`src/dopwm_pkg.sv`:
```
// Contract
// - Mode 0: no waveform, pins stay ports
// - Mode 1: compare B sets period
// - Mode 1: compare A sets duty
// - Mode 2: twin outputs, 8-bit resolution max
// - Mode 2: compare B low byte sets period
// - Mode 2: out A low at A-low match
// - Mode 2: out B high B-high, low A-high
// - Mode 2: B-high zero starts both together
// - Mode 3: counter runs full 16-bit range
// - Mode 3: out A high below compare A
// - Mode 3: out B high below compare B
// - Mode 3: outputs with nonzero compare high at wrap
// - Mode 3: counter advances every clock
package dopwm_pkg;

  localparam int CNT_W = 16;
  localparam int BYTE_W = 8;

  typedef enum logic [3:0] {
    DOPWM_M_OFF  = 4'b0001,
    DOPWM_M_ONE  = 4'b0010,
    DOPWM_M_TWIN = 4'b0100,
    DOPWM_M_FULL = 4'b1000
  } dopwm_mode_e;

  localparam logic [1:0] MODE_OFF  = 2'h0;
  localparam logic [1:0] MODE_ONE  = 2'h1;
  localparam logic [1:0] MODE_TWIN = 2'h2;
  localparam logic [1:0] MODE_FULL = 2'h3;

  localparam logic [15:0] CNT_RST  = 16'h0000;
  localparam logic [15:0] CNT_MAX  = 16'hFFFF;
  localparam logic [1:0]  MODE_RST = 2'h0;

  // Informational: 16 MHz core gives about 244 Hz in full mode
  localparam int REF_CLK_HZ = 16_000_000;
  localparam int CLK_HZ     = 50_000_000;

endpackage

```
`src/dopwm_top.sv`:
```
`timescale 1ns/10ps
// Dual output pulse width modulator around one shared counter
module dopwm_top (
  input  wire logic        clk_i,                 // Core clock
  input  wire logic        arst_n_i,              // Async reset, low
  input  wire logic [1:0]  mode_i,                // Mode select field
  input  wire logic [7:0]  compare_a_high_byte_i, // Compare A high byte
  input  wire logic [7:0]  compare_a_low_byte_i,  // Compare A low byte
  input  wire logic [7:0]  compare_b_high_byte_i, // Compare B high byte
  input  wire logic [7:0]  compare_b_low_byte_i,  // Compare B low byte
  input  wire logic        port_a_do_i,           // Port data pin A
  input  wire logic        port_a_oe_i,           // Port enable pin A
  input  wire logic        port_b_do_i,           // Port data pin B
  input  wire logic        port_b_oe_i,           // Port enable pin B
  input  wire logic        port_pin_a_i,          // Pin A level in
  input  wire logic        port_pin_b_i,          // Pin B level in
  output logic             port_pin_a_o,          // Pin A level out
  output logic             port_pin_a_oe_o,       // Pin A drive enable
  output logic             port_pin_b_o,          // Pin B level out
  output logic             port_pin_b_oe_o,       // Pin B drive enable
  output logic             port_pin_a_sync_o,     // Pin A synchronised
  output logic             port_pin_b_sync_o,     // Pin B synchronised
  output logic [15:0]      count_o,               // Shared counter
  output logic             waveform_out_a_o,      // Waveform A
  output logic             waveform_out_b_o,      // Waveform B
  output logic             active_o               // Waveform mode on
);

  typedef struct packed {
    logic [15:0] cnt;
    logic        wave_a;
    logic        wave_b;
    logic [1:0]  mode;
    logic [2:0]  sync_a;
    logic [2:0]  sync_b;
    logic        pin_a;
    logic        pin_b;
  } dopwm_state_s;

  dopwm_state_s           st_r;
  dopwm_state_s           st_nxt;
  dopwm_pkg::dopwm_mode_e mode_oh;
  logic [15:0]            cmp_a;
  logic [15:0]            cmp_b;
  logic                   wrap;
  logic                   restart;

  assign cmp_a = {compare_a_high_byte_i, compare_a_low_byte_i};
  assign cmp_b = {compare_b_high_byte_i, compare_b_low_byte_i};

  dopwm_mode_dec u_dec (
    .mode_i (st_r.mode),
    .mode_o (mode_oh)
  );

  // Counter end condition per mode
  always_comb begin
    case (mode_oh)
      dopwm_pkg::DOPWM_M_ONE:  wrap = (st_r.cnt >= cmp_b);
      dopwm_pkg::DOPWM_M_TWIN: wrap = (st_r.cnt[7:0] >= compare_b_low_byte_i);
      dopwm_pkg::DOPWM_M_FULL: wrap = (st_r.cnt == dopwm_pkg::CNT_MAX);
      default:                 wrap = 1'b1;
    endcase
  end

  // Next state; mode change restarts the period so outputs align
  always_comb begin
    st_nxt      = st_r;
    st_nxt.mode = mode_i;
    restart     = wrap || (mode_i != st_r.mode);
    st_nxt.cnt  = restart ? dopwm_pkg::CNT_RST : st_r.cnt + 16'h0001;
    case (mode_oh)
      // A zero duty keeps A low; the first count after a mode switch re-arms A
      dopwm_pkg::DOPWM_M_ONE: begin
        if (restart) begin
          st_nxt.wave_a = (cmp_a != 16'h0000);
        end else if (st_nxt.cnt == cmp_a) begin
          st_nxt.wave_a = 1'b0;
        end else if (st_r.cnt == dopwm_pkg::CNT_RST) begin
          st_nxt.wave_a = (cmp_a != 16'h0000);
        end
        st_nxt.wave_b = 1'b0;
      end
      dopwm_pkg::DOPWM_M_TWIN: begin
        if (restart) begin
          st_nxt.wave_a = (compare_a_low_byte_i != 8'h00);
        end else if (st_nxt.cnt[7:0] == compare_a_low_byte_i) begin
          st_nxt.wave_a = 1'b0;
        end else if (st_r.cnt == dopwm_pkg::CNT_RST) begin
          st_nxt.wave_a = (compare_a_low_byte_i != 8'h00);
        end
        // Fall checked before rise; equal bytes leave B low
        if (st_nxt.cnt[7:0] == compare_a_high_byte_i) begin
          st_nxt.wave_b = 1'b0;
        end else if (st_nxt.cnt[7:0] == compare_b_high_byte_i) begin
          st_nxt.wave_b = 1'b1;
        end
      end
      dopwm_pkg::DOPWM_M_FULL: begin
        st_nxt.wave_a = (st_nxt.cnt < cmp_a);
        st_nxt.wave_b = (st_nxt.cnt < cmp_b);
      end
      default: begin
        st_nxt.wave_a = 1'b0;
        st_nxt.wave_b = 1'b0;
      end
    endcase
    // Three-stage pin synchronisers, change taken when stages 2 and 3 agree
    st_nxt.sync_a = {st_r.sync_a[1:0], port_pin_a_i};
    st_nxt.sync_b = {st_r.sync_b[1:0], port_pin_b_i};
    if (st_r.sync_a[1] == st_r.sync_a[2]) begin
      st_nxt.pin_a = st_r.sync_a[2];
    end
    if (st_r.sync_b[1] == st_r.sync_b[2]) begin
      st_nxt.pin_b = st_r.sync_b[2];
    end
  end

  // Single state register
  always_ff @(posedge clk_i or negedge arst_n_i) begin
    if (!arst_n_i) begin
      st_r <= '0;
    end else begin
      st_r <= st_nxt;
    end
  end

  // In mode 0 the pins fall back to the port logic
  dopwm_pin_mux u_mux_a (
    .pwm_en_i  (active_o),
    .wave_i    (st_r.wave_a),
    .port_do_i (port_a_do_i),
    .port_oe_i (port_a_oe_i),
    .pin_o     (port_pin_a_o),
    .pin_oe_o  (port_pin_a_oe_o)
  );

  // Pin B is a port pin in modes 0 and 1
  dopwm_pin_mux u_mux_b (
    .pwm_en_i  (st_r.mode[1]),
    .wave_i    (st_r.wave_b),
    .port_do_i (port_b_do_i),
    .port_oe_i (port_b_oe_i),
    .pin_o     (port_pin_b_o),
    .pin_oe_o  (port_pin_b_oe_o)
  );

  assign active_o          = (st_r.mode != dopwm_pkg::MODE_OFF);
  assign count_o           = st_r.cnt;
  assign waveform_out_a_o  = st_r.wave_a;
  assign waveform_out_b_o  = st_r.wave_b;
  assign port_pin_a_sync_o = st_r.pin_a;
  assign port_pin_b_sync_o = st_r.pin_b;

endmodule // dopwm_top

```
`src/dopwm_mode_dec.sv`:
```
`timescale 1ns/10ps
// Maps the two-bit software field onto a one-hot mode
module dopwm_mode_dec (
  input  wire logic [1:0]          mode_i,   // Software mode field
  output dopwm_pkg::dopwm_mode_e   mode_o    // One-hot mode
);

  // Plain decode, default keeps the pins released
  always_comb begin
    case (mode_i)
      dopwm_pkg::MODE_ONE:  mode_o = dopwm_pkg::DOPWM_M_ONE;
      dopwm_pkg::MODE_TWIN: mode_o = dopwm_pkg::DOPWM_M_TWIN;
      dopwm_pkg::MODE_FULL: mode_o = dopwm_pkg::DOPWM_M_FULL;
      default:              mode_o = dopwm_pkg::DOPWM_M_OFF;
    endcase
  end

endmodule // dopwm_mode_dec

```
`src/dopwm_pin_mux.sv`:
```
`timescale 1ns/10ps
// Selects between waveform and ordinary port drive for one pin
module dopwm_pin_mux (
  input  wire logic pwm_en_i,    // Waveform owns the pin
  input  wire logic wave_i,      // Registered waveform level
  input  wire logic port_do_i,   // Port data from software
  input  wire logic port_oe_i,   // Port drive enable from software
  output logic      pin_o,       // Pin output level
  output logic      pin_oe_o     // Pin output enable
);

  // Waveform drives hard whenever enabled
  always_comb begin
    pin_o    = pwm_en_i ? wave_i : port_do_i;
    pin_oe_o = pwm_en_i | port_oe_i;
  end

endmodule // dopwm_pin_mux

```
`config.mk`:
```
export PLATFORM = sky130hd
export DESIGN_NAME = dopwm_top
export DESIGN_NICKNAME = d
export VERILOG_FILES = /design/src/dopwm_pkg.sv /design/src/dopwm_top.sv /design/src/dopwm_mode_dec.sv /design/src/dopwm_pin_mux.sv
export SDC_FILE = /design/constraint.sdc
export NUM_CORES = 1
export LEC_CHECK = 0
export ABC_CLOCK_PERIOD_IN_PS = 4900
export BUFFER_PORTS_ARGS = -buffer_cell sky130_fd_sc_hd__buf_4
export CAP_MARGIN = 20
export CORE_ASPECT_RATIO = 1.4
export CORE_MARGIN = 5
export CORE_UTILIZATION = 40
export DETAILED_ROUTE_END_ITERATION = 8
export PLACE_DENSITY = 0.7
export SLEW_MARGIN = 20
export SYNTH_ARGS = -nofsm -noshare
export SYNTH_HDL_FRONTEND = slang
export SYNTH_HIERARCHICAL = 1
export SYNTH_SLANG_ARGS = --single-unit
```
`constraint.sdc`:
```
create_clock -name clk_i -period 4.9 [get_ports clk_i]
set_input_delay 0.245 -clock clk_i [delete_from_list [all_inputs] [get_ports clk_i]]
set_output_delay 0.245 -clock clk_i [all_outputs]
set_load 0.02 [all_outputs]
```
# After elaboration in Yosys (flattened, before gate mapping)
# Cells that the tools add are included.
dict set report op_classes {
  eq_ne 17
  n_div 0
  add_sub_neg 1
  mul 0
  order_cmp 4
  mux 14
  n_shift 0
  n_bitwise 2
  n_reduce_logical 6
}
# cell count
set ops {}
lappend ops {{$lt A16 B16 Y1} 2}
lappend ops {{$eq A8 B8 Y1} 3}
lappend ops {{$add A16 B1 Y16 const B} 1}
lappend ops {{$eq A16 B16 Y1} 1}
lappend ops {{$eq A16 B16 Y1 const B} 1}
lappend ops {{$ge A16 B16 Y1} 1}
lappend ops {{$logic_not A16 Y1} 1}
lappend ops {{$mux W16} 1}
lappend ops {{$reduce_bool A16 Y1} 1}
lappend ops {{$pmux W4 S3} 1}
lappend ops {{$mux W1} 10}
lappend ops {{$ge A8 B8 Y1} 1}
lappend ops {{$ne A4 B4 Y1 const B} 2}
lappend ops {{$reduce_bool A8 Y1} 1}
lappend ops {{$pmux W2 S3} 1}
lappend ops {{$eq A2 B2 Y1 const B} 2}
lappend ops {{$eq A4 B2 Y1 const B} 1}
lappend ops {{$eq A4 B3 Y1 const B} 1}
lappend ops {{$eq A4 B4 Y1 const B} 1}
lappend ops {{$ne A3 B3 Y1 const B} 1}
lappend ops {{$pmux W1 S3} 1}
lappend ops {{$eq A1 B1 Y1} 2}
lappend ops {{$eq A2 B1 Y1 const B} 1}
lappend ops {{$ne A2 B2 Y1} 1}
lappend ops {{4 further kinds} 5}
dict set report totals {
  ram_bits 0
  word_cells 52
  register_bits 28
  in_bits 42
  latch_bits 0
  out_inout_bits 25
  romBits 0
  mem_count 0
}

# Logic depth before layout (Yosys ltp)
dict set report logic_depth {
  word_depth 10
  mapped_depth 22
  mapped_depth_nobuf 18
}

# Cells and area by module
# The synthesis kept the hierarchy.
# mod cells_per_inst area_each_um2 instances seq_area_each_um2
set by_module_without_submodules {}
lappend by_module_without_submodules {dopwm_top 343 2975.4 1 700.7}
lappend by_module_without_submodules {dopwm_pin_mux 2 21.3 2 0.0}
lappend by_module_without_submodules {dopwm_mode_dec 4 26.3 1 0.0}

# Worst setup path before layout
# No wires, ideal clock.
dict set report synth_timing {
  path_type {register to register}
  start {register st_r[9] in the netlist's numbering}
  end {register st_r, in the netlist waveform_out_a_o}
  n_path_buf 3
  path_stages_with_launch 21
  period_less_slack_ns 4.136
  setup_ns 0.088
  setup_slack_ns 0.764
  t_required_ns 4.812
  t_arrival_ns 4.048
  cell_sequence {dfrtp_1 > and2_2 > or4b_4 > nor3_2 > o22ai_1 > nor2_4 > or2_1 > buf_4 > buf_4 > clkbuf_1 > nor2_1 > ha_1 > nor2b_1 > o21a_1 > o21a_1 > o21a_1 > o21a_1 > o21a_1 > o21ai_0 > o211ai_1 > a41oi_1}
}
# element line_no
set synth_rtl {}
lappend synth_rtl {{start: declaration} dopwm_top.sv:40} ;# dopwm_state_s st_r;
lappend synth_rtl {{start signal: assignment} dopwm_top.sv:124} ;# st_r <= st_nxt;

==> run metrics <==
status finished clean; Seq. cell area 700.7 sq um; Reg2Reg Setup Slack 0.68 ns; critical path depth in cells 17; post-route minimum period 4.224 ns; WS Path Type flop to flop; crit start category flop; number of flops mapped to enable cells by yosys 0; warnings from Yosys 6; Starting Density 0.4110; final hold vios 0; die width 83.73 um; Synth Cell Area 3044 sq um; Power, Total 0.5800 mW; #FFs+latches synth 28; Placement Cell Area 3532 sq um; DP Wirelength 7802 um; ANT cells 0; Slew @ Worst Pin 0.7625 ns; delay-heaviest family, CP simple AND/OR/NAND/NOR gates; area delta synth->final 18.70%; pre-CTS setup slack 0.7742 ns; Final #Nets 498; Initial DRC Count 148; clk_skew 0.01574 ns; worst setup path start st_r[9]; sequential area share after synthesis 0.2302; reg2reg path depth 17; post-cts resize count 0; worst hold path depth 1; final core occ 0.4878; Worst path slowest cell nor4b_1; pins over their slew limit 0; row cnt 37; Clock Tree Buf Depth 2; drt pass-1 iters 4; MaxCap Viol Count 0; routed length per placed instance 18.60 um; hold wc startpoint port_pin_a_i; TritonCTS Buffers 3; fillers 750; worst hold path class primary input to flop; routing usage on met1 0.2108; worst relative slew slack 0.4900; asr flop ratio synth 1.000; Die ar. 9480 sq um; Mean Syn Cell Area 8.673 sq um; number of distinct library cells after synthesis 52; via count 2871; GRT busiest layer met2; worst-path fanout max 14; Critical Path RT 5.08 ns; routing usage on met2 0.3372; Critical Path, Cell by Cell and2b_2 > nor4b_1 > nand2_1 > o311ai_1 > or3_1 > or2_1 > buf_4 > nor2_1 > ha_1 > nand4_1 > nor2_1 > and2_1 > a31oi_1 > a21oi_1 > or3_1 > nor2_1 > a41oi_1; Tcrit/Tclk final 0.8619; setup TNS 0 ns; fin worst setup slack 0.6765 ns; Worst path max stage delay 0.50 ns; initial antenna violation count 0; first-pass GRT wire length 14710 um; area of the multi-input gates 2057 sq um; I/O Buffers 66; CTS Sinks 28; critical path buffer and inverter count 1; H-tree depth 1; vias per inst 5.731; grt total ovfl 0; clk slew on worst S/H paths 0.12 ns; Most used DFF post-synth dfrtp_1; cts-stage hold buffer count 1; total track usage 0.1937; Cell Pwr Density 160.5 nW/um^2; met3 Usage GRT 0.03277; syn nets 444; postcts setup bufs 0; core area 7407 sq um; Fmax achieved 236.8 MHz; Clock Latency Late Sink 0.30 ns; vias in the first global route 3014; Top Ports 67; VDD IR max 0.1435 mV; worst reg2reg path startpoint st_r[9]; Setup-failing EPs final 0; Routed Antenna Nets 0; critical path capture point type flop; final WL 9321 um; Design Area, Final 3613 sq um; largest net degree at the start of global routing 29; gpl congestion 0.9574; # DRC 0; worst endpoint data arrival time 4.40 ns; die height 113.2 um; RSZ-0062 raised after global routing no; CTS tree done; share of cells above drive strength 1 0.2104; Crit path top cell by count nor2_1; cell leakage power 1.822 nW; Root Buffer clkbuf_8; Synth Instances 351
worst register-to-register path, cell delays in order, from the launching register on:
cell,delay (ns)
dfrtp_1,0.48
and2b_2,0.28
nor4b_1,0.50
nand2_1,0.11
o311ai_1,0.30
or3_1,0.35
or2_1,0.27
buf_4,0.25
nor2_1,0.13
ha_1,0.30
nand4_1,0.17
nor2_1,0.08
and2_1,0.18
a31oi_1,0.16
a21oi_1,0.06
or3_1,0.32
nor2_1,0.10
a41oi_1,0.05
layout make-up:
class                   count  area share
inverters                  36     0.03740
flip-flops and latches     28      0.1939
clock buffers               3     0.01143
repair buffers             70      0.1461
well taps                  97     0.03359
multi-input cells         266      0.5693
clock inverters             1    0.008310
state kept, by name (all words and copies together), names as in the netlist:
name,cells
port_pin_a_sync_o,1
port_pin_b_sync_o,1
waveform_out_a_o,1
waveform_out_b_o,1
st_nxt,4
st_r,4
count_o,16
power by group:
part           internal, mW  switching, mW
Clock                 0.110         0.0865
Sequential            0.238        0.00608
Combinational        0.0647         0.0752
through the flow:
stage / instances / hold slack, ns
2_1_floorplan: 351 / -0.05059
3_3_place_gp: 496 / 0.1981
3_5_place_dp: 496 / 0.2008
4_1_cts: 501 / 0.05682
5_1_grt: 501 / 0.03773
6_report: 501 / 0.05871
synthesized netlist by cell type (5+ instances only):
master / count / area (sq um)
ha_1: 51 / 638.1
nor2_1: 25 / 93.84
o32ai_1: 7 / 61.31
a21o_1: 8 / 60.06
nand2_1: 15 / 56.30
nand3_1: 12 / 60.06
nor4_1: 12 / 75.07
a31oi_1: 8 / 50.05
a21oi_1: 14 / 70.07
buf_4: 19 / 142.6
xnor2_1: 14 / 122.6
a211oi_1: 7 / 52.55
and3_1: 7 / 43.79
nor2b_1: 5 / 31.28
dfrtp_1: 28 / 700.7
nand4_1: 8 / 50.05
inv_1: 36 / 135.1
xor2_1: 13 / 113.9
o21ai_0: 6 / 30.03
o21a_1: 5 / 37.54
kinds of logic (layout without fill, tap and decap cells):
logic type / after synthesis / in the layout / share of synthesized area
AOI/OAI and AO/OA: 70 / 70 / 0.1582
xor gates and xnor gates: 27 / 27 / 0.07768
and+or+nand+nor: 113 / 113 / 0.2104
buffers and inverters: 57 / 110 / 0.09412
muxes: 3 / 3 / 0.01315
DFF: 28 / 28 / 0.2302
adders and majority gates: 53 / 53 / 0.2162
placed cells by master (no fill, tap or decap), types with 3 or more instances in the layout:
| master | synthesis | layout |
|---|---|---|
| nor4_1 | 12 | 12 |
| ha_1 | 51 | 51 |
| xnor2_1 | 14 | 14 |
| and2_1 | 4 | 4 |
| a21oi_1 | 14 | 14 |
| or2_1 | 3 | 3 |
| and4_1 | 3 | 3 |
| nand4_1 | 8 | 8 |
| a21o_1 | 8 | 8 |
| dfrtp_1 | 28 | 28 |
| a31oi_1 | 8 | 8 |
| inv_1 | 36 | 36 |
| o211ai_1 | 4 | 4 |
| o32ai_1 | 7 | 7 |
| o21a_1 | 5 | 5 |
| nor2_1 | 25 | 25 |
| clkbuf_8 | 0 | 3 |
| nand3_1 | 12 | 12 |
| buf_4 | 19 | 69 |
| nand2_1 | 15 | 15 |
| or3_1 | 4 | 4 |
| o21ai_0 | 6 | 6 |
| a211oi_1 | 7 | 7 |
| xor2_1 | 13 | 13 |
| and3_1 | 7 | 7 |
| nor2b_1 | 5 | 5 |
| nor4b_1 | 3 | 3 |
per-layer routing:
layer  vias to the layer above  part of all wire
met2                       119              0.49
met5                         -                 0
met3                        41             0.053
met4                         0             0.066
li1                       1374                 -
met1                      1337              0.39
worst paths after layout:
path / endpoint
setup / recovery: waveform_out_a_o
hold / removal: st_nxt[6]
setup reg to reg: waveform_out_a_o
hold reg to reg: st_nxt[7]
max in group asynchronous: st_nxt[6]
min in group asynchronous: count_o[12]
(Power assumes the default switching activity.)
